===== src/ubt_regs.vh =====
`ifndef UBT_REGS_VH
`define UBT_REGS_VH

// register offsets, one byte each
`define UBT_OFS_CTRL      4'h0
`define UBT_OFS_MOD       4'h1
`define UBT_OFS_DIV_LO    4'h2
`define UBT_OFS_DIV_HI    4'h3
`define UBT_OFS_TX_BUF    4'h4
`define UBT_OFS_RX_BUF    4'h5
`define UBT_OFS_IRQ_EN    4'h6
`define UBT_OFS_IRQ_FLAG  4'h7
`define UBT_OFS_STATUS    4'h8

// control field positions
`define UBT_CTRL_HOLD     0
`define UBT_CTRL_SEL_LO   1
`define UBT_CTRL_SEL_HI   2
`define UBT_CTRL_CHAR8    3
`define UBT_CTRL_PEN      4
`define UBT_CTRL_PEVEN    5
`define UBT_CTRL_STOP2    6

// interrupt flag and enable field positions
`define UBT_IRQ_TX        0
`define UBT_IRQ_RX        1

// status field positions
`define UBT_ST_TX_BUSY    0
`define UBT_ST_RX_BUSY    1
`define UBT_ST_TX_EMPTY   2
`define UBT_ST_FRAME_ERR  3
`define UBT_ST_PAR_ERR    4

// source clock selections
`define UBT_SEL_EXT       2'h0
`define UBT_SEL_AUX       2'h1
`define UBT_SEL_SUB       2'h2

// reset values
`define UBT_RST_CTRL      8'h01
`define UBT_RST_MOD       8'h00
`define UBT_RST_DIV_LO    8'h03
`define UBT_RST_DIV_HI    8'h00
`define UBT_RST_IRQ_EN    2'h0
`define UBT_RST_IRQ_FLAG  2'h1

`endif


===== src/ubt_top.v =====
`include "ubt_regs.vh"
`default_nettype none

module ubt_top #(
  parameter AW = 4,
  parameter DW = 8
) (
  // clock and reset
  input  wire          CLK,
  input  wire          SYS_RST,
  // register port
  input  wire [AW-1:0] ADDR,
  input  wire [DW-1:0] WDATA,
  input  wire          WR,
  input  wire          RD,
  output wire [DW-1:0] RDATA,
  // bit rate sources
  input  wire          EXT_SERIAL_CLK_IN,
  input  wire          AUX_CLK,
  input  wire          SUBMAIN_CLK,
  // interrupt system
  input  wire          GLOBAL_IRQ_ENABLE,
  input  wire          TX_IRQ_ACK,
  input  wire          RX_IRQ_ACK,
  output wire          TX_IRQ,
  output wire          RX_IRQ,
  // serial line
  input  wire          SERIAL_RECEIVE_PIN,
  output wire          SERIAL_TRANSMIT_PIN
);

  localparam CW = 17;
  localparam TX_IDLE = 1'b0;
  localparam TX_RUN  = 1'b1;
  localparam RX_IDLE = 1'b0;
  localparam RX_RUN  = 1'b1;

  // software registers
  reg [7:0]  ctrl_reg;
  reg [7:0]  mod_reg;
  reg [7:0]  div_lo_reg;
  reg [7:0]  div_hi_reg;
  reg [7:0]  tx_hold_reg;
  reg        tx_hold_full_reg;
  reg [7:0]  rx_buf_reg;
  reg [1:0]  irq_en_reg;
  reg [1:0]  irq_flag_reg;
  reg        frame_err_reg;
  reg        par_err_reg;
  reg [DW-1:0] rdata_reg;
  reg        tx_irq_reg;
  reg        rx_irq_reg;

  // transmitter state
  reg        tx_state_reg;
  reg [11:0] tx_frame_reg;
  reg [3:0]  tx_idx_reg;
  reg [3:0]  tx_last_reg;
  reg        txd_reg;

  // receiver state
  reg        rx_state_reg;
  reg [11:0] rx_bits_reg;
  reg [3:0]  rx_idx_reg;
  reg [3:0]  rx_last_reg;
  reg        rxd_prev_reg;

  // source clock edge detect
  reg        src_prev_reg;

  wire        hold     = ctrl_reg[`UBT_CTRL_HOLD];
  wire [1:0]  src_sel  = ctrl_reg[`UBT_CTRL_SEL_HI:`UBT_CTRL_SEL_LO];
  wire        char8    = ctrl_reg[`UBT_CTRL_CHAR8];
  wire        pen      = ctrl_reg[`UBT_CTRL_PEN];
  wire        peven    = ctrl_reg[`UBT_CTRL_PEVEN];
  wire        stop2    = ctrl_reg[`UBT_CTRL_STOP2];
  wire [15:0] divisor  = {div_hi_reg, div_lo_reg};

  wire wr_ctrl  = WR && (ADDR == `UBT_OFS_CTRL);
  wire wr_txbuf = WR && (ADDR == `UBT_OFS_TX_BUF);
  wire wr_flag  = WR && (ADDR == `UBT_OFS_IRQ_FLAG);
  wire rd_rxbuf = RD && (ADDR == `UBT_OFS_RX_BUF);

  // source select; sources are sampled levels, so one tick per rising edge
  reg src_level;
  always @*
  begin
    case (src_sel)
      `UBT_SEL_EXT: src_level = EXT_SERIAL_CLK_IN;
      `UBT_SEL_AUX: src_level = AUX_CLK;
      default:      src_level = SUBMAIN_CLK;
    endcase
  end

  always @(posedge CLK or posedge SYS_RST)
  begin
    if (SYS_RST)
      src_prev_reg <= 1'b0;
    else
      src_prev_reg <= src_level;
  end

  wire src_tick = src_level && !src_prev_reg;

  // per-bit length: base divisor plus the wrapped modulation bit
  wire [CW-1:0] tx_len_cur = {1'b0, divisor} + {{(CW-1){1'b0}}, mod_reg[tx_idx_reg[2:0]]};
  wire [3:0]    tx_idx_inc = tx_idx_reg + 4'h1;
  wire [CW-1:0] tx_len_nxt = {1'b0, divisor} + {{(CW-1){1'b0}}, mod_reg[tx_idx_inc[2:0]]};
  wire [3:0]    rx_idx_inc = rx_idx_reg + 4'h1;
  wire [CW-1:0] rx_len_half = {2'b00, divisor[15:1]} + {{(CW-1){1'b0}}, mod_reg[0]};
  wire [CW-1:0] rx_len_nxt = {1'b0, divisor} + {{(CW-1){1'b0}}, mod_reg[rx_idx_inc[2:0]]};

  // frame assembly, start bit first, stops stay one
  wire [3:0] dlen    = char8 ? 4'h8 : 4'h7;
  wire [7:0] tx_data = char8 ? tx_hold_reg : {1'b0, tx_hold_reg[6:0]};
  wire       tx_par  = peven ? (^tx_data) : ~(^tx_data);
  reg [11:0] tx_frame_new;
  integer i;
  always @*
  begin
    tx_frame_new = 12'hfff;
    tx_frame_new[0] = 1'b0;
    for (i = 0; i < 8; i = i + 1)
      if (i < dlen)
        tx_frame_new[1+i] = tx_data[i];
    if (pen)
      tx_frame_new[dlen+4'h1] = tx_par;
  end
  wire [3:0] tx_last_new = dlen + {3'b000, pen} + {3'b000, stop2} + 4'h1;

  // transmitter: loads the holding buffer on a source tick once idle
  wire tx_start = (tx_state_reg == TX_IDLE) && tx_hold_full_reg && !hold && src_tick;
  wire tx_tick;
  wire tx_done  = tx_tick && (tx_idx_reg == tx_last_reg);

  ubt_baud_gen #(
    .CW (CW)
  ) u_tx_baud (
    .clk        (CLK),
    .rst        (SYS_RST),
    .src_tick   (src_tick),
    .run        (((tx_state_reg == TX_RUN) || tx_start) && !hold),
    .load       (tx_start),
    .load_len   (tx_len_cur),
    .reload_len (tx_len_nxt),
    .bit_tick   (tx_tick)
  );

  // bit j ends after the sum of lengths 0..j since each period starts as the last ends
  always @(posedge CLK or posedge SYS_RST)
  begin
    if (SYS_RST)
    begin
      tx_state_reg <= TX_IDLE;
      tx_frame_reg <= 12'hfff;
      tx_idx_reg   <= 4'h0;
      tx_last_reg  <= 4'h0;
      txd_reg      <= 1'b1;
    end
    else if (hold)
    begin
      tx_state_reg <= TX_IDLE;
      tx_idx_reg   <= 4'h0;
      txd_reg      <= 1'b1;
    end
    else
    begin
      case (tx_state_reg)
        TX_IDLE:
        begin
          txd_reg <= 1'b1;
          if (tx_start)
          begin
            tx_state_reg <= TX_RUN;
            tx_frame_reg <= tx_frame_new;
            tx_last_reg  <= tx_last_new;
            tx_idx_reg   <= 4'h0;
            txd_reg      <= 1'b0;
          end
        end
        TX_RUN:
        begin
          if (tx_done)
          begin
            tx_state_reg <= TX_IDLE;
            tx_idx_reg   <= 4'h0;
            txd_reg      <= 1'b1;
          end
          else if (tx_tick)
          begin
            tx_idx_reg <= tx_idx_inc;
            txd_reg    <= tx_frame_reg[tx_idx_inc];
          end
        end
        default: tx_state_reg <= TX_IDLE;
      endcase
    end
  end

  // receiver: falling edge starts, half period to the start bit centre
  wire rxd      = SERIAL_RECEIVE_PIN;
  wire rx_start = (rx_state_reg == RX_IDLE) && !hold && rxd_prev_reg && !rxd;
  wire rx_tick;
  wire rx_false = rx_tick && (rx_idx_reg == 4'h0) && rxd;
  wire rx_done  = rx_tick && (rx_idx_reg == rx_last_reg) && !rx_false;
  wire [3:0] rx_last_new = dlen + {3'b000, pen} + 4'h1;

  ubt_baud_gen #(
    .CW (CW)
  ) u_rx_baud (
    .clk        (CLK),
    .rst        (SYS_RST),
    .src_tick   (src_tick),
    .run        (((rx_state_reg == RX_RUN) || rx_start) && !hold),
    .load       (rx_start),
    .load_len   (rx_len_half),
    .reload_len (rx_len_nxt),
    .bit_tick   (rx_tick)
  );

  // one sample per bit centre; the receiver checks only the first stop bit
  always @(posedge CLK or posedge SYS_RST)
  begin
    if (SYS_RST)
    begin
      rx_state_reg <= RX_IDLE;
      rx_bits_reg  <= 12'h000;
      rx_idx_reg   <= 4'h0;
      rx_last_reg  <= 4'h0;
      rxd_prev_reg <= 1'b1;
    end
    else
    begin
      rxd_prev_reg <= rxd;
      if (hold)
      begin
        rx_state_reg <= RX_IDLE;
        rx_idx_reg   <= 4'h0;
      end
      else
      begin
        case (rx_state_reg)
          RX_IDLE:
          begin
            if (rx_start)
            begin
              rx_state_reg <= RX_RUN;
              rx_idx_reg   <= 4'h0;
              rx_last_reg  <= rx_last_new;
            end
          end
          RX_RUN:
          begin
            if (rx_tick)
            begin
              rx_bits_reg[rx_idx_reg] <= rxd;
              rx_idx_reg <= rx_idx_inc;
              if (rx_false || rx_done)
                rx_state_reg <= RX_IDLE;
            end
          end
          default: rx_state_reg <= RX_IDLE;
        endcase
      end
    end
  end

  // received character checks; the stop bit is the sample of this cycle
  wire [7:0] rx_data  = char8 ? rx_bits_reg[8:1] : {1'b0, rx_bits_reg[7:1]};
  wire       rx_parb  = char8 ? rx_bits_reg[9] : rx_bits_reg[8];
  wire       rx_perr  = pen && ((^{rx_data, rx_parb}) == peven);

  // tx free flag set event: holding buffer just moved into the shift register
  wire tx_free_set = tx_start;
  wire tx_free_clr = wr_txbuf || TX_IRQ_ACK || (wr_flag && WDATA[`UBT_IRQ_TX]);
  wire rx_flag_clr = rd_rxbuf || RX_IRQ_ACK || (wr_flag && WDATA[`UBT_IRQ_RX]);

  // software registers and sticky flags; a set in the clearing cycle wins unless the clear comes from hold
  always @(posedge CLK or posedge SYS_RST)
  begin
    if (SYS_RST)
    begin
      ctrl_reg         <= `UBT_RST_CTRL;
      mod_reg          <= `UBT_RST_MOD;
      div_lo_reg       <= `UBT_RST_DIV_LO;
      div_hi_reg       <= `UBT_RST_DIV_HI;
      tx_hold_reg      <= 8'h00;
      tx_hold_full_reg <= 1'b0;
      rx_buf_reg       <= 8'h00;
      irq_en_reg       <= `UBT_RST_IRQ_EN;
      irq_flag_reg     <= `UBT_RST_IRQ_FLAG;
      frame_err_reg    <= 1'b0;
      par_err_reg      <= 1'b0;
    end
    else
    begin
      if (wr_ctrl)
        ctrl_reg <= WDATA;
      if (WR && (ADDR == `UBT_OFS_MOD))
        mod_reg <= WDATA;
      if (WR && (ADDR == `UBT_OFS_DIV_LO))
        div_lo_reg <= WDATA;
      if (WR && (ADDR == `UBT_OFS_DIV_HI))
        div_hi_reg <= WDATA;
      if (WR && (ADDR == `UBT_OFS_IRQ_EN))
        irq_en_reg <= WDATA[1:0];

      // holding buffer; a write while full overwrites the waiting character
      if (wr_txbuf)
      begin
        tx_hold_reg      <= WDATA;
        tx_hold_full_reg <= 1'b1;
      end
      else if (tx_start)
        tx_hold_full_reg <= 1'b0;

      // free flag
      if (tx_free_set)
        irq_flag_reg[`UBT_IRQ_TX] <= 1'b1;
      else if (tx_free_clr)
        irq_flag_reg[`UBT_IRQ_TX] <= 1'b0;

      // receive flag and error bits
      if (rx_done)
      begin
        rx_buf_reg                <= rx_data;
        irq_flag_reg[`UBT_IRQ_RX] <= 1'b1;
        frame_err_reg             <= !rxd;
        par_err_reg               <= rx_perr;
      end
      else if (rx_flag_clr)
      begin
        irq_flag_reg[`UBT_IRQ_RX] <= 1'b0;
        if (rd_rxbuf)
        begin
          frame_err_reg <= 1'b0;
          par_err_reg   <= 1'b0;
        end
      end

      // hold forces the free flag, drops enables and empties the buffer
      if (hold || (wr_ctrl && WDATA[`UBT_CTRL_HOLD]))
      begin
        irq_flag_reg[`UBT_IRQ_TX] <= 1'b1;
        irq_en_reg[`UBT_IRQ_TX]   <= 1'b0;
        irq_flag_reg[`UBT_IRQ_RX] <= 1'b0;
        irq_en_reg[`UBT_IRQ_RX]   <= 1'b0;
        tx_hold_full_reg          <= 1'b0;
      end
    end
  end

  // read data valid only in the cycle after the strobe
  always @(posedge CLK or posedge SYS_RST)
  begin
    if (SYS_RST)
      rdata_reg <= {DW{1'b0}};
    else if (RD)
    begin
      case (ADDR)
        `UBT_OFS_CTRL:     rdata_reg <= ctrl_reg;
        `UBT_OFS_MOD:      rdata_reg <= mod_reg;
        `UBT_OFS_DIV_LO:   rdata_reg <= div_lo_reg;
        `UBT_OFS_DIV_HI:   rdata_reg <= div_hi_reg;
        `UBT_OFS_TX_BUF:   rdata_reg <= tx_hold_reg;
        `UBT_OFS_RX_BUF:   rdata_reg <= rx_buf_reg;
        `UBT_OFS_IRQ_EN:   rdata_reg <= {6'h00, irq_en_reg};
        `UBT_OFS_IRQ_FLAG: rdata_reg <= {6'h00, irq_flag_reg};
        `UBT_OFS_STATUS:   rdata_reg <= {3'h0, par_err_reg, frame_err_reg,
                                         (tx_state_reg == TX_IDLE) && !tx_hold_full_reg,
                                         rx_state_reg, tx_state_reg};
        default:           rdata_reg <= {DW{1'b0}};
      endcase
    end
    else
      rdata_reg <= {DW{1'b0}};
  end

  // separate request lines per direction, registered so they never glitch
  always @(posedge CLK or posedge SYS_RST)
  begin
    if (SYS_RST)
    begin
      tx_irq_reg <= 1'b0;
      rx_irq_reg <= 1'b0;
    end
    else
    begin
      tx_irq_reg <= irq_flag_reg[`UBT_IRQ_TX] && irq_en_reg[`UBT_IRQ_TX] && GLOBAL_IRQ_ENABLE;
      rx_irq_reg <= irq_flag_reg[`UBT_IRQ_RX] && irq_en_reg[`UBT_IRQ_RX] && GLOBAL_IRQ_ENABLE;
    end
  end

  assign RDATA               = rdata_reg;
  assign TX_IRQ              = tx_irq_reg;
  assign RX_IRQ              = rx_irq_reg;
  assign SERIAL_TRANSMIT_PIN = txd_reg;

endmodule // ubt_top

`default_nettype wire


===== src/ubt_baud_gen.v =====
`default_nettype none

// bit period counter: counts source ticks, one pulse per finished period
module ubt_baud_gen #(
  parameter CW = 17
) (
  // clock and reset
  input  wire          clk,
  input  wire          rst,
  // control
  input  wire          src_tick,
  input  wire          run,
  input  wire          load,
  input  wire [CW-1:0] load_len,
  input  wire [CW-1:0] reload_len,
  // result
  output wire          bit_tick
);

  reg [CW-1:0] cnt_reg;
  reg          tick_reg;

  // a length of zero still yields one source tick, never a stuck counter
  always @(posedge clk or posedge rst)
  begin
    if (rst)
    begin
      cnt_reg  <= {CW{1'b0}};
      tick_reg <= 1'b0;
    end
    else
    begin
      tick_reg <= 1'b0;
      if (!run)
        cnt_reg <= {CW{1'b0}};
      else if (load)
        cnt_reg <= load_len;
      else if (src_tick)
      begin
        if (cnt_reg <= {{(CW-1){1'b0}}, 1'b1})
        begin
          tick_reg <= 1'b1;
          cnt_reg  <= reload_len;
        end
        else
          cnt_reg <= cnt_reg - {{(CW-1){1'b0}}, 1'b1};
      end
    end
  end

  assign bit_tick = tick_reg;

endmodule // ubt_baud_gen

`default_nettype wire


===== config.mk =====
export PLATFORM = sky130hd
export DESIGN_NAME = ubt_top
export DESIGN_NICKNAME = d
export VERILOG_FILES = /design/src/ubt_top.v /design/src/ubt_baud_gen.v
export VERILOG_INCLUDE_DIRS = /design/src /design/src/src
export SDC_FILE = /design/constraint.sdc
export NUM_CORES = 1
export LEC_CHECK = 0
export BUFFER_PORTS_ARGS = -buffer_cell sky130_fd_sc_hd__buf_2
export CAP_MARGIN = 20
export CORE_UTILIZATION = 55
export CTS_CLUSTER_DIAMETER = 100
export DETAILED_ROUTE_END_ITERATION = 10
export PLACE_DENSITY = 0.72
export SLEW_MARGIN = 20
export SYNTH_ARGS = -nofsm -noshare
export SYNTH_HDL_FRONTEND = slang
export SYNTH_SLANG_ARGS = --single-unit
export TNS_END_PERCENT = 30

===== constraint.sdc =====
create_clock -name CLK -period 12.9 [get_ports CLK]
set_input_delay 1.29 -clock CLK [delete_from_list [all_inputs] [get_ports CLK]]
set_output_delay 1.29 -clock CLK [all_outputs]
set_load 0.05 [all_outputs]

==> impl_results.html, run 1 <==
<table>
<tr><th>Metric</th><th>Value</th></tr>
<tr><th colspan="2">Timing</th></tr>
<tr><td>Worst Skew</td><td>13.09 ps</td></tr>
<tr><td>Final hold violation count</td><td>0</td></tr>
<tr><td>Number of endpoints failing setup at the final stage</td><td>0</td></tr>
<tr><td>Max Freq</td><td>approximately 300 MHz</td></tr>
<tr><td>Final Critical Period</td><td>3383 ps</td></tr>
<tr><td>Setup repair after global routing missed its margin</td><td>false</td></tr>
<tr><td>Period utilisation layout</td><td>a little over a quarter</td></tr>
<tr><td>Slew @ Worst Pin</td><td>1122 ps</td></tr>
<tr><td>Aggregate negative setup slack</td><td>0 ps</td></tr>
<tr><td>Relative max-transition margin</td><td>around a quarter</td></tr>
<tr><td>Number of max-slew violations in the final report</td><td>0</td></tr>
<tr><td>Worst-case hold slack</td><td>459.8 ps</td></tr>
<tr><td>Worst setup margin</td><td>9517 ps</td></tr>
<tr><th colspan="2">Route</th></tr>
<tr><td>Wirelength per Cell</td><td>around 20 um</td></tr>
<tr><td>Remaining design rule violation count</td><td>0</td></tr>
<tr><td>Total detailed-routing wirelength</td><td>between 20000 and 25000 um</td></tr>
<tr><td>Overall via count from detail_route</td><td>a little over 7000</td></tr>
<tr><td>DR pass1 iterations</td><td>6</td></tr>
<tr><td>Iter 0 DRT Violations</td><td>around 780</td></tr>
<tr><td>Via/cell ratio</td><td>between 6 and 7</td></tr>
<tr><td>Number of nets with antenna violations after routing</td><td>0</td></tr>
<tr><th colspan="2">Setup path</th></tr>
<tr><td>Biggest cell delay along the critical path</td><td>570 ps</td></tr>
<tr><td>Crit path kind</td><td>register to register</td></tr>
<tr><td>Setup slack on the worst flop-to-flop path</td><td>about 9500 ps</td></tr>
<tr><td>CP Max Fanout</td><td>14</td></tr>
<tr><td>WP buf/inv</td><td>0</td></tr>
<tr><td>Worst EP required</td><td>13180 ps</td></tr>
<tr><td>Critical Path Source Type</td><td>register</td></tr>
<tr><td>Setup crit end kind</td><td>register</td></tr>
<tr><td>Worst-path cell chain</td><td>ha_1 &gt; mux4_2 &gt; mux2_2 &gt; ha_1 &gt; ha_1 &gt; nand3_1 &gt; nor2_1 &gt; a311o_1 &gt; o21ai_0 &gt; o311ai_0</td></tr>
<tr><td>Data arrival, critical path</td><td>about 3700 ps</td></tr>
<tr><td>Critical path's slowest cell</td><td>sky130_fd_sc_hd__dfrtp_1</td></tr>
<tr><td>CP most frequent cell</td><td>sky130_fd_sc_hd__ha_1</td></tr>
<tr><td>Family with the most delay on the worst path</td><td>adder cells</td></tr>
<tr><th colspan="2">Floorplanning</th></tr>
<tr><td>Vert. Die Dim</td><td>between 100 and 150 um</td></tr>
<tr><td>Overall die area</td><td>16450 um^2</td></tr>
<tr><td>Floorplan row count</td><td>45</td></tr>
<tr><td>Initial cell density of the core</td><td>a little under three fifths</td></tr>
<tr><td>Floorplan die width</td><td>about 130 um</td></tr>
<tr><td>Area inside the core boundary</td><td>around 15000 um^2</td></tr>
<tr><td>Io pins</td><td>34</td></tr>
<tr><th colspan="2">Clock network</th></tr>
<tr><td>Post-CTS setup repair buffer count</td><td>0</td></tr>
<tr><td>Inserted Clock Buffers</td><td>17</td></tr>
<tr><td>Clock sink count</td><td>approximately 140</td></tr>
<tr><td>Clock tree from TritonCTS</td><td>built</td></tr>
<tr><td>Worst-case clock buffer depth</td><td>2</td></tr>
<tr><td>CTS H-Tree Depth</td><td>4</td></tr>
<tr><td>Count of hold-fix buffers inserted at cts</td><td>0</td></tr>
<tr><td>Cell at the root of the clock tree</td><td>sky130_fd_sc_hd__clkbuf_16</td></tr>
<tr><td>CTS-repair resized insts</td><td>0</td></tr>
<tr><td>Worst skew pair latency</td><td>about 440 ps</td></tr>
<tr><td>Clock Pin Slew Worst Setup and Hold Paths</td><td>60 ps</td></tr>
<tr><th colspan="2">Logic synthesis</th></tr>
<tr><td>Average footprint of a synthesized cell</td><td>about 9.5 um^2</td></tr>
<tr><td>Share of Yosys cell area claimed by the top area cell type</td><td>35.10%</td></tr>
<tr><td>Net count of the mapped netlist</td><td>just under 1000</td></tr>
<tr><td>Asr flop ratio synth</td><td>between 90% and 100%</td></tr>
<tr><td>Number of synthesized register bits</td><td>approximately 140</td></tr>
<tr><td>Warnings, synthesis</td><td>0</td></tr>
<tr><td>Sequential area share after synthesis</td><td>around 40%</td></tr>
<tr><td>Top cells by area in the synthesized netlist</td><td>sky130_fd_sc_hd__dfrtp_1 35%, sky130_fd_sc_hd__mux2_2 7.4%, sky130_fd_sc_hd__xnor2_1 5.9%</td></tr>
<tr><td>Number of distinct library cells after synthesis</td><td>70</td></tr>
<tr><td>Post-synthesis instance area</td><td>8768 um^2</td></tr>
<tr><td>Number of enable-type register cells in the synthesized netlist</td><td>0</td></tr>
<tr><td>Flip-flop cell with the highest count after synthesis</td><td>sky130_fd_sc_hd__dfrtp_1</td></tr>
<tr><td>Largest area contributor in the synthesized netlist</td><td>sky130_fd_sc_hd__dfrtp_1</td></tr>
<tr><td>Synthesized instance count</td><td>just over 900</td></tr>
<tr><th colspan="2">Global route</th></tr>
<tr><td>Number of antenna violations at the first check in global routing</td><td>0</td></tr>
<tr><td>Vias in the first global route</td><td>around 6800</td></tr>
<tr><td>Overall Global Routing Usage</td><td>between 20 and 30%</td></tr>
<tr><td>Global-route wire length before repair</td><td>~37000 um</td></tr>
<tr><td>GR Overflow Total</td><td>0</td></tr>
<tr><td>Maximum number of pins on one net before global-route repair</td><td>approximately 80</td></tr>
<tr><th colspan="2">Finish</th></tr>
<tr><td>Fraction of layout instances using a drive strength above 1</td><td>a little under a fifth</td></tr>
<tr><td>Nets@finish</td><td>between 900 and 1000</td></tr>
<tr><td>Commonest non-fill, non-tap cell in the layout</td><td>sky130_fd_sc_hd__dfrtp_1</td></tr>
<tr><td>Antenna Cells</td><td>0</td></tr>
<tr><td>Area growth from synthesis to final layout</td><td>9.603%</td></tr>
<tr><td>Top library cells by usage in the layout, fill and taps aside</td><td>123 x sky130_fd_sc_hd__dfrtp_1, 112 x sky130_fd_sc_hd__nand2_1, 82 x sky130_fd_sc_hd__nor2_1</td></tr>
<tr><td>Utilization after layout</td><td>~63%</td></tr>
<tr><th colspan="2">Power</th></tr>
<tr><td>Maximum VDD drop</td><td>112.9 uV</td></tr>
<tr><td>Seq pwr share</td><td>between 30% and 40%</td></tr>
<tr><td>Power per cell area</td><td>between 200 and 250 nW/um^2</td></tr>
<tr><td>Int Pwr</td><td>about 0.0012 W</td></tr>
<tr><td>Proportion of power drawn by the clock network</td><td>a little under a quarter</td></tr>
<tr><td>P_leak</td><td>~4 nW</td></tr>
<tr><td>Switching fraction of total power</td><td>a little over two fifths</td></tr>
<tr><td>Sum of internal, switching and leakage power</td><td>0.002162 W</td></tr>
<tr><td>Switching Power</td><td>~0.00091 W</td></tr>
<tr><td>Relative contribution of combinational cells to total power</td><td>a little over two fifths</td></tr>
<tr><th colspan="2">Run</th></tr>
<tr><td>Number of maximum-capacitance violations</td><td>0</td></tr>
<tr><th colspan="2">Outcome</th></tr>
<tr><td>Result of the run</td><td>completed</td></tr>
<tr><th colspan="2">Hold path</th></tr>
<tr><td>Worst hold path class</td><td>register to register</td></tr>
<tr><th colspan="2">Placement</th></tr>
<tr><td>Placement-stage worst setup slack</td><td>between 9000 and 10000 ps</td></tr>
<tr><td># port buffers</td><td>33</td></tr>
<tr><td>Detailed placer's ending HPWL</td><td>16220 um</td></tr>
<tr><td>Routability cong.</td><td>approximately 0.9</td></tr>
</table>
-- final timing paths --
kind,from,endpoint,cells after the start
setup / recovery,tx_idx_reg[0],u_tx_baud.cnt_reg[12],10
hold / removal,tx_frame_reg[5],tx_frame_reg[5],2
setup reg to reg,tx_idx_reg[0],u_tx_baud.cnt_reg[12],10
hold reg to reg,tx_frame_reg[5],tx_frame_reg[5],2
max in group asynchronous,SYS_RST,TX_IRQ,3
min in group asynchronous,SYS_RST,u_rx_baud.cnt_reg[15],2
-- synth_stat cells (5+ instances only) --
cell type and number:
sky130_fd_sc_hd__inv_1 16, sky130_fd_sc_hd__a211oi_1 11, sky130_fd_sc_hd__buf_1 11, sky130_fd_sc_hd__a31oi_1 6, sky130_fd_sc_hd__o21ai_0 52, sky130_fd_sc_hd__nor3b_1 6, sky130_fd_sc_hd__mux4_2 14, sky130_fd_sc_hd__nor2b_1 9
sky130_fd_sc_hd__mux2i_1 13, sky130_fd_sc_hd__nor4_1 14, sky130_fd_sc_hd__nand4_1 14, sky130_fd_sc_hd__nand3_1 26, sky130_fd_sc_hd__or3_1 5, sky130_fd_sc_hd__dfstp_2 16, sky130_fd_sc_hd__a21oi_1 37, sky130_fd_sc_hd__and2_1 6
sky130_fd_sc_hd__buf_2 6, sky130_fd_sc_hd__xnor2_1 59, sky130_fd_sc_hd__nand2b_1 7, sky130_fd_sc_hd__dfrtp_1 123, sky130_fd_sc_hd__o31ai_1 9, sky130_fd_sc_hd__nor3_1 24, sky130_fd_sc_hd__clkbuf_1 37, sky130_fd_sc_hd__mux2_2 58
sky130_fd_sc_hd__xor2_1 35, sky130_fd_sc_hd__nand2_1 112, sky130_fd_sc_hd__and3_1 5, sky130_fd_sc_hd__ha_1 20, sky130_fd_sc_hd__a22oi_1 11, sky130_fd_sc_hd__nor2_1 83
-- kinds of logic after synthesis --
logic type                 after synthesis  share of synthesized area, %
buffers and inverters                   74                         3.510
muxes                                   85                         12.53
and+or+nand+nor                        338                         18.81
DFF                                    139                         39.90
AOI/OAI and AO/OA                      172                         12.79
adders and majority gates               21                         3.082
xor gates and xnor gates                94                         9.389
-- cell type report --
cell class	instances	area, um^2
Fill cell	1305	5761
Multi-Input combinational cell	710	4977
Sequential cell	139	3498
Clock buffer	18	429.2
Tap cell	211	264.0
Timing Repair Buffer	36	187.7
Clock inverter	14	185.2
Inverter	17	68.82
-- stage by stage --
step,instances,instance area [um^2]
final,1145,9610
after detailed placement,1113,8990
after global placement,1113,8990
after floorplan,923,8768
after global routing,1145,9610
after CTS,1145,9604
-- power groups by stage --
stage                     registers, W  clock network [W]  logic, W
after floorplan               0.000637                  0  0.000784
after global placement        0.000709                  0  0.000902
after detailed placement      0.000710                  0  0.000916
after CTS                     0.000704           0.000520  0.000922
after global routing          0.000722           0.000540   0.00103
final                         0.000710           0.000518  0.000934
-- worst register-to-register path, stage by stage (launching register included) --
cell and delay, ps:
sky130_fd_sc_hd__dfrtp_1 570, sky130_fd_sc_hd__ha_1 560, sky130_fd_sc_hd__mux4_2 340, sky130_fd_sc_hd__mux2_2 290
sky130_fd_sc_hd__ha_1 210, sky130_fd_sc_hd__ha_1 210, sky130_fd_sc_hd__nand3_1 230, sky130_fd_sc_hd__nor2_1 140
sky130_fd_sc_hd__a311o_1 360, sky130_fd_sc_hd__o21ai_0 160, sky130_fd_sc_hd__o311ai_0 170
-- layer usage --
metal / vias up / GRT usage, % / routed length [um]
met1: 3585 / 43.91 / 10590
met3: 44 / 5.301 / 1641
li1: 3323 / - / -
met4: 0 / 9.689 / 427
met2: 296 / 44.17 / 10450
met5: - / 0 / 0
Power figures use the tool's default switching activity.
==> run 2: changes to the inputs <==
clock period = 3.15 ns   (was 12.9 ns; I/O delays follow)
==> run 2 against run 1 <==
The run now ends with hold timing left. Critical path depth stayed put. Fmax increased by 15%. Clock power rose to 3.9 times the previous value. Clock-buffer cell count is 1 lower. Non-clock buffer count grew 31. Core utilization grew 1.3 points. Sequential power grew to 4.0 times the previous value. Combinational power grew to 4.5 times the previous value. Via count is 0.63% lower. Final cell count grew 2.7%. First-iteration DRC count is 3.8% lower. Critical path type unchanged. Largest cell class unchanged. Highest routed layer unchanged.
==> impl_results.html, run 2 (synthesis gave the netlist of run 1 again) <==
<table>
<tr><th>Metric</th><th>Value</th></tr>
<tr><th colspan="2">Outcome</th></tr>
<tr><td>Result of the run</td><td>complete, but fails checks</td></tr>
<tr><td>Violated checks</td><td>hold timing</td></tr>
<tr><th colspan="2">Clock network</th></tr>
<tr><td>Inserted Clock Buffers</td><td>17</td></tr>
<tr><td>Worst skew pair latency</td><td>420 ps</td></tr>
<tr><td>Count of hold-fix buffers inserted at cts</td><td>0</td></tr>
<tr><td>Cell at the root of the clock tree</td><td>sky130_fd_sc_hd__clkbuf_16</td></tr>
<tr><td>Clock tree from TritonCTS</td><td>built</td></tr>
<tr><td>Clock Pin Slew Worst Setup and Hold Paths</td><td>70 ps</td></tr>
<tr><td>Worst-case clock buffer depth</td><td>2</td></tr>
<tr><td>Post-CTS setup repair buffer count</td><td>0</td></tr>
<tr><td>CTS-repair resized insts</td><td>0</td></tr>
<tr><td>Clock sink count</td><td>139</td></tr>
<tr><td>CTS H-Tree Depth</td><td>4</td></tr>
<tr><th colspan="2">Timing</th></tr>
<tr><td>Worst Skew</td><td>around 6.3 ps</td></tr>
<tr><td>Aggregate negative setup slack</td><td>0 ps</td></tr>
<tr><td>Number of endpoints failing setup at the final stage</td><td>0</td></tr>
<tr><td>Final Critical Period</td><td>a little under 3000 ps</td></tr>
<tr><td>Final hold violation count</td><td>7</td></tr>
<tr><td>Number of max-slew violations in the final report</td><td>0</td></tr>
<tr><td>Max Freq</td><td>approximately 340 MHz</td></tr>
<tr><td>Worst-case hold slack</td><td>-3.960 ps</td></tr>
<tr><td>Relative max-transition margin</td><td>between 40 and 50%</td></tr>
<tr><td>Period utilisation layout</td><td>between 90 and 100%</td></tr>
<tr><td>Setup repair after global routing missed its margin</td><td>false</td></tr>
<tr><td>Slew @ Worst Pin</td><td>767.9 ps</td></tr>
<tr><th colspan="2">Placement</th></tr>
<tr><td># port buffers</td><td>33</td></tr>
<tr><td>Cell area reported after detailed placement</td><td>slightly above 9000 um^2</td></tr>
<tr><td>Detailed placer's ending HPWL</td><td>approximately 17000 um</td></tr>
<tr><td>Routability cong.</td><td>0.9205</td></tr>
<tr><th colspan="2">Finish</th></tr>
<tr><td>Top library cells by usage in the layout, fill and taps aside</td><td>122 x sky130_fd_sc_hd__dfrtp_1, 112 x sky130_fd_sc_hd__nand2_1, 82 x sky130_fd_sc_hd__nor2_1</td></tr>
<tr><td>Commonest non-fill, non-tap cell in the layout</td><td>sky130_fd_sc_hd__dfrtp_1</td></tr>
<tr><td>Area growth from synthesis to final layout</td><td>11.96%</td></tr>
<tr><td>Antenna Cells</td><td>0</td></tr>
<tr><td>Filler cell count</td><td>1251</td></tr>
<tr><td>Nets@finish</td><td>approximately 1000</td></tr>
<tr><td>Fraction of layout instances using a drive strength above 1</td><td>between 20% and 30%</td></tr>
<tr><td>Post-route cell area</td><td>approximately 9800 um^2</td></tr>
<tr><th colspan="2">Setup path</th></tr>
<tr><td>Setup crit end kind</td><td>register</td></tr>
<tr><td>Crit path kind</td><td>register to register</td></tr>
<tr><td>WP buf/inv</td><td>0</td></tr>
<tr><td>Launching point of the worst reg2reg path</td><td>tx_idx_reg[0]</td></tr>
<tr><td>Biggest cell delay along the critical path</td><td>between 500 and 600 ps</td></tr>
<tr><td>CP Max Fanout</td><td>7</td></tr>
<tr><td>Worst-path cell chain</td><td>ha_1 &gt; xor2_1 &gt; mux2_2 &gt; ha_1 &gt; nand3_1 &gt; or2_2 &gt; a21oi_1 &gt; a21oi_1 &gt; o311ai_0 &gt; a32o_1</td></tr>
<tr><td>Family with the most delay on the worst path</td><td>compound AO/OA/AOI/OAI gates</td></tr>
<tr><td>Setup slack on the worst flop-to-flop path</td><td>210 ps</td></tr>
<tr><td>Critical Path Source Type</td><td>register</td></tr>
<tr><td>Data arrival, critical path</td><td>about 3300 ps</td></tr>
<tr><td>Reg2reg end</td><td>u_tx_baud.cnt_reg[11]</td></tr>
<tr><td>Worst-case reg-to-reg path depth</td><td>10</td></tr>
<tr><td>Worst EP required</td><td>3510 ps</td></tr>
<tr><td>Critical path's slowest cell</td><td>sky130_fd_sc_hd__dfrtp_1</td></tr>
<tr><th colspan="2">Route</th></tr>
<tr><td>Remaining design rule violation count</td><td>0</td></tr>
<tr><td>Total detailed-routing wirelength</td><td>between 20000 and 25000 um</td></tr>
<tr><td>Overall via count from detail_route</td><td>around 7000</td></tr>
<tr><td>Met3 Wirelength</td><td>1788 um</td></tr>
<tr><td>Highest layer used for signal routing</td><td>met4</td></tr>
<tr><td>Met2 wire length</td><td>~11000 um</td></tr>
<tr><td>Wirelength per Cell</td><td>20.01 um</td></tr>
<tr><td>Number of nets with antenna violations after routing</td><td>0</td></tr>
<tr><td>M1 WL</td><td>10460 um</td></tr>
<tr><td>Iter 0 DRT Violations</td><td>752</td></tr>
<tr><td>DR pass1 iterations</td><td>7</td></tr>
<tr><td>Via/cell ratio</td><td>6.124</td></tr>
<tr><th colspan="2">Power</th></tr>
<tr><td>Power per cell area</td><td>slightly above 900 nW/um^2</td></tr>
<tr><td>P_leak</td><td>roughly 4.2 nW</td></tr>
<tr><td>Maximum VDD drop</td><td>around 480 uV</td></tr>
<tr><th colspan="2">Global route</th></tr>
<tr><td>GR Overflow Total</td><td>0</td></tr>
<tr><td>Overall Global Routing Usage</td><td>30.35%</td></tr>
<tr><td>Number of antenna violations at the first check in global routing</td><td>0</td></tr>
<tr><td>Vias in the first global route</td><td>7019</td></tr>
<tr><td>Global-route wire length before repair</td><td>roughly 38000 um</td></tr>
<tr><td>Maximum number of pins on one net before global-route repair</td><td>72</td></tr>
<tr><th colspan="2">Floorplanning</th></tr>
<tr><td>Initial cell density of the core</td><td>a little under three fifths</td></tr>
<tr><td>Area inside the core boundary</td><td>~15000 um^2</td></tr>
<tr><td>Io pins</td><td>34</td></tr>
<tr><td>Overall die area</td><td>between 15000 and 20000 um^2</td></tr>
<tr><td>Vert. Die Dim</td><td>between 100 and 150 um</td></tr>
<tr><td>Floorplan die width</td><td>128.3 um</td></tr>
<tr><td>Floorplan row count</td><td>45</td></tr>
<tr><th colspan="2">Hold path</th></tr>
<tr><td>Worst hold path class</td><td>input pin to asynchronous set/reset pin</td></tr>
<tr><th colspan="2">Run</th></tr>
<tr><td>Number of maximum-capacitance violations</td><td>0</td></tr>
</table>
[run 2: layer usage]
layer	track usage (%)	vias up
li1	-	3366
met5	0	-
met3	6.678	39
met2	47.25	271
met4	9.689	0
met1	42.11	3526
[run 2: how the worst max path moves through the flow]
stage | start | to | slack [ps] | depth (start not counted)
detailed placement | tx_idx_reg[1] | u_tx_baud.cnt_reg[12] | 140 | 10
floorplan | tx_idx_reg[1] | u_tx_baud.cnt_reg[12] | 230 | 11
global placement | tx_idx_reg[1] | u_tx_baud.cnt_reg[12] | 230 | 10
finish | tx_idx_reg[0] | u_tx_baud.cnt_reg[11] | 210 | 10
CTS | tx_idx_reg[1] | u_tx_baud.cnt_reg[12] | 140 | 10
global route | tx_idx_reg[1] | u_tx_baud.cnt_reg[12] | 20 | 10
[run 2: power breakdown]
group	switching (W)	internal, W
registers	0.000589	0.00224
clock network	0.000877	0.00112
logic	0.00236	0.00181
total	0.00383	0.00517
[run 2: layout make-up]
class	count	area, um^2	area share [%]
clock inverters	15	156.4	1.593
well taps	211	264.0	2.689
repair buffers	67	432.9	4.410
inverters	17	67.56	0.6882
flip-flops and latches	139	3500	35.65
multi-input cells	710	4971	50.64
clock buffers	17	425.4	4.333
[run 2: metrics by stage]
step / setup slack, ps / total power (W) / utilization, % / hold slack, ps / std cells
after CTS: 142.4 / 0.008951 / 63.86 / 11.45 / 1176
after global placement: 234.3 / 0.006832 / 60.07 / 443.7 / 1144
after floorplan: 233.8 / 0.005820 / - / 319.5 / 923
after detailed placement: 141.7 / 0.006916 / 60.07 / 449.3 / 1144
after global routing: 19.56 / 0.009576 / 63.87 / 47.25 / 1176
final: 209.7 / 0.009003 / 63.87 / -3.960 / 1176
==> run 3: changes to the inputs <==
CORE_ASPECT_RATIO = 1.5   (was default)
==> run 3 against run 2 <==
The run now ends clean. Final area up 0.22%. Register-to-register slack better by 20 ps. Setup slack better by 20 ps. Largest cell class unchanged. Critical path type unchanged. Sequential share of layout area down 0.090 points. Non-clock buffer count up 2.
==> impl_results.html, run 3 (synthesis gave the netlist of run 1 again) <==
<table>
<tr><th>Metric</th><th>Value</th></tr>
<tr><th colspan="2">Outcome</th></tr>
<tr><td>Result of the run</td><td>completed</td></tr>
<tr><th colspan="2">Clock network</th></tr>
<tr><td>Worst skew pair latency</td><td>roughly 430 ps</td></tr>
<tr><td>Worst-case clock buffer depth</td><td>2</td></tr>
<tr><td>CTS H-Tree Depth</td><td>4</td></tr>
<tr><td>Post-CTS setup repair buffer count</td><td>0</td></tr>
<tr><td>Clock tree from TritonCTS</td><td>built</td></tr>
<tr><td>Clock sink count</td><td>between 100 and 150</td></tr>
<tr><td>Clock Pin Slew Worst Setup and Hold Paths</td><td>70 ps</td></tr>
<tr><td>CTS-repair resized insts</td><td>0</td></tr>
<tr><td>Inserted Clock Buffers</td><td>17</td></tr>
<tr><td>Cell at the root of the clock tree</td><td>sky130_fd_sc_hd__clkbuf_16</td></tr>
<tr><th colspan="2">Global route</th></tr>
<tr><td>Number of antenna violations at the first check in global routing</td><td>0</td></tr>
<tr><td>Maximum number of pins on one net before global-route repair</td><td>69</td></tr>
<tr><td>GR Overflow Total</td><td>0</td></tr>
<tr><td>Global-route wire length before repair</td><td>between 30000 and 40000 um</td></tr>
<tr><td>Vias in the first global route</td><td>7400</td></tr>
<tr><td>Overall Global Routing Usage</td><td>31.07%</td></tr>
<tr><th colspan="2">Setup path</th></tr>
<tr><td>Launch point of the worst path</td><td>tx_idx_reg[1]</td></tr>
<tr><td>Worst-case reg-to-reg path depth</td><td>10</td></tr>
<tr><td>Family with the most delay on the worst path</td><td>multiplexers</td></tr>
<tr><td>Reg2reg end</td><td>u_tx_baud.cnt_reg[12]</td></tr>
<tr><td>Setup crit end kind</td><td>register</td></tr>
<tr><td>Worst EP required</td><td>roughly 3500 ps</td></tr>
<tr><td>Worst setup path end</td><td>u_tx_baud.cnt_reg[12]</td></tr>
<tr><td>Launching point of the worst reg2reg path</td><td>tx_idx_reg[1]</td></tr>
<tr><td>Crit path kind</td><td>register to register</td></tr>
<tr><td>Critical Path Source Type</td><td>register</td></tr>
<tr><td>CP most frequent cell</td><td>sky130_fd_sc_hd__ha_1</td></tr>
<tr><td>WP buf/inv</td><td>0</td></tr>
<tr><td>CP Max Fanout</td><td>7</td></tr>
<tr><td>Cell count along the critical path</td><td>10</td></tr>
<tr><td>Worst-path cell chain</td><td>mux4_2 &gt; mux2_2 &gt; ha_1 &gt; ha_1 &gt; nand3_1 &gt; nor2_1 &gt; and4_1 &gt; a311o_1 &gt; o21ai_0 &gt; o311ai_0</td></tr>
<tr><td>Critical path's slowest cell</td><td>sky130_fd_sc_hd__mux4_2</td></tr>
<tr><td>Data arrival, critical path</td><td>~3200 ps</td></tr>
<tr><td>Biggest cell delay along the critical path</td><td>approximately 530 ps</td></tr>
<tr><td>Setup slack on the worst flop-to-flop path</td><td>around 230 ps</td></tr>
<tr><th colspan="2">Finish</th></tr>
<tr><td>Top library cells by usage in the layout, fill and taps aside</td><td>123 x sky130_fd_sc_hd__dfrtp_1, 112 x sky130_fd_sc_hd__nand2_1, 82 x sky130_fd_sc_hd__nor2_1</td></tr>
<tr><td>Antenna Cells</td><td>0</td></tr>
<tr><td>Nets@finish</td><td>between 900 and 1000</td></tr>
<tr><td>Fraction of layout instances using a drive strength above 1</td><td>21.72%</td></tr>
<tr><td>Post-layout instance count excluding filler cells</td><td>~1200</td></tr>
<tr><td>Area growth from synthesis to final layout</td><td>12.20%</td></tr>
<tr><td>Commonest non-fill, non-tap cell in the layout</td><td>sky130_fd_sc_hd__dfrtp_1</td></tr>
<tr><th colspan="2">Placement</th></tr>
<tr><td>Routability cong.</td><td>between 0.9 and 1</td></tr>
<tr><td>Placement-stage worst setup slack</td><td>about 260 ps</td></tr>
<tr><td>Number of placed instances with taps included</td><td>between 1000 and 1500</td></tr>
<tr><td>Detailed placer's ending HPWL</td><td>~18000 um</td></tr>
<tr><td># port buffers</td><td>33</td></tr>
<tr><th colspan="2">Floorplanning</th></tr>
<tr><td>Vert. Die Dim</td><td>approximately 160 um</td></tr>
<tr><td>Area inside the core boundary</td><td>roughly 16000 um^2</td></tr>
<tr><td>Floorplan row count</td><td>56</td></tr>
<tr><td>Overall die area</td><td>~16000 um^2</td></tr>
<tr><td>Floorplan die width</td><td>105.1 um</td></tr>
<tr><td>Initial cell density of the core</td><td>56.12%</td></tr>
<tr><td>Io pins</td><td>34</td></tr>
<tr><th colspan="2">Route</th></tr>
<tr><td>Iter 0 DRT Violations</td><td>between 500 and 600</td></tr>
<tr><td>Wirelength per Cell</td><td>20.82 um</td></tr>
<tr><td>Via/cell ratio</td><td>around 6.3</td></tr>
<tr><td>Total detailed-routing wirelength</td><td>about 24000 um</td></tr>
<tr><td>M1 WL</td><td>9188 um</td></tr>
<tr><td>Number of nets with antenna violations after routing</td><td>0</td></tr>
<tr><td>Remaining design rule violation count</td><td>0</td></tr>
<tr><td>Highest layer used for signal routing</td><td>met4</td></tr>
<tr><td>Met3 Wirelength</td><td>between 1000 and 1500 um</td></tr>
<tr><td>Met2 wire length</td><td>12490 um</td></tr>
<tr><td>DR pass1 iterations</td><td>5</td></tr>
<tr><td>Overall via count from detail_route</td><td>about 7400</td></tr>
<tr><th colspan="2">Power</th></tr>
<tr><td>Maximum VDD drop</td><td>506.5 uV</td></tr>
<tr><td>Sum of internal, switching and leakage power</td><td>0.009027 W</td></tr>
<tr><td>P_leak</td><td>~4.3 nW</td></tr>
<tr><td>Power per cell area</td><td>roughly 900 nW/um^2</td></tr>
<tr><th colspan="2">Run</th></tr>
<tr><td>Number of maximum-capacitance violations</td><td>0</td></tr>
<tr><th colspan="2">Timing</th></tr>
<tr><td>Final hold violation count</td><td>0</td></tr>
<tr><td>Max Freq</td><td>roughly 340 MHz</td></tr>
<tr><td>Worst-case hold slack</td><td>about 73 ps</td></tr>
<tr><td>Period utilisation layout</td><td>92.70%</td></tr>
<tr><td>Relative max-transition margin</td><td>between 40% and 50%</td></tr>
<tr><td>Worst setup margin</td><td>229.9 ps</td></tr>
<tr><td>Slew @ Worst Pin</td><td>around 830 ps</td></tr>
<tr><td>Worst Skew</td><td>between 10 and 15 ps</td></tr>
<tr><td>Aggregate negative setup slack</td><td>0 ps</td></tr>
<tr><td>Number of endpoints failing setup at the final stage</td><td>0</td></tr>
<tr><td>Setup repair after global routing missed its margin</td><td>false</td></tr>
<tr><td>Number of max-slew violations in the final report</td><td>0</td></tr>
<tr><td>Final Critical Period</td><td>around 2900 ps</td></tr>
<tr><th colspan="2">Hold path</th></tr>
<tr><td>Worst hold path class</td><td>input pin to register</td></tr>
</table>
## run 3: changes by cell type in the layout (fill, tap and decap cells not counted), sizes merged
cell,previous run,this run
buf,67,68
dlygate4sd3,0,1
## run 3: metrics by stage
stage               cell area [um^2]  util (%)
floorplan                       8772         -
global placement                9231     59.08
detailed placement              9231     59.08
CTS                             9838     62.96
global route                    9838     62.96
finish                          9838     62.96
## run 3: repair_timing
item | 4_1_cts | 5_1_grt
setup endpoints to repair | 0 | 0
hold buffers | 1 | 0
endpoints found under the hold margin | 21 | 0
## run 3: metal layers
layer	global-route usage, %	vias to the layer above
li1	-	3377
met1	35.39	3601
met2	55.12	332
met3	4.706	100
met4	18.44	0
met5	0	-
## run 3: how the worst min path moves through the flow
stage	from	end	slack, ps	depth (start not counted)
after detailed placement	SYS_RST	u_rx_baud.cnt_reg[15]	410	2
final	SERIAL_RECEIVE_PIN	rxd_prev_reg	70	1
after floorplan	SERIAL_RECEIVE_PIN	rxd_prev_reg	320	0
after global placement	SYS_RST	u_rx_baud.cnt_reg[15]	400	2
after CTS	SERIAL_RECEIVE_PIN	rxd_prev_reg	80	1
after global routing	SERIAL_RECEIVE_PIN	rxd_prev_reg	90	1
## run 3: report_power, final
group,internal (W),total [W],switching (W)
Sequential,0.00224,0.00284,0.000595
Clock,0.00113,0.00204,0.000913
Combinational,0.00179,0.00415,0.00236
Total,0.00516,0.00903,0.00387
## run 3: layout make-up
cell class	count	area, um^2
repair buffers	69	450.4
multi-input cells	710	4971
inverters	17	67.56
flip-flops and latches	139	3498
clock inverters	15	171.4
clock buffers	17	425.4
fillers	1261	5787
well taps	203	254.0
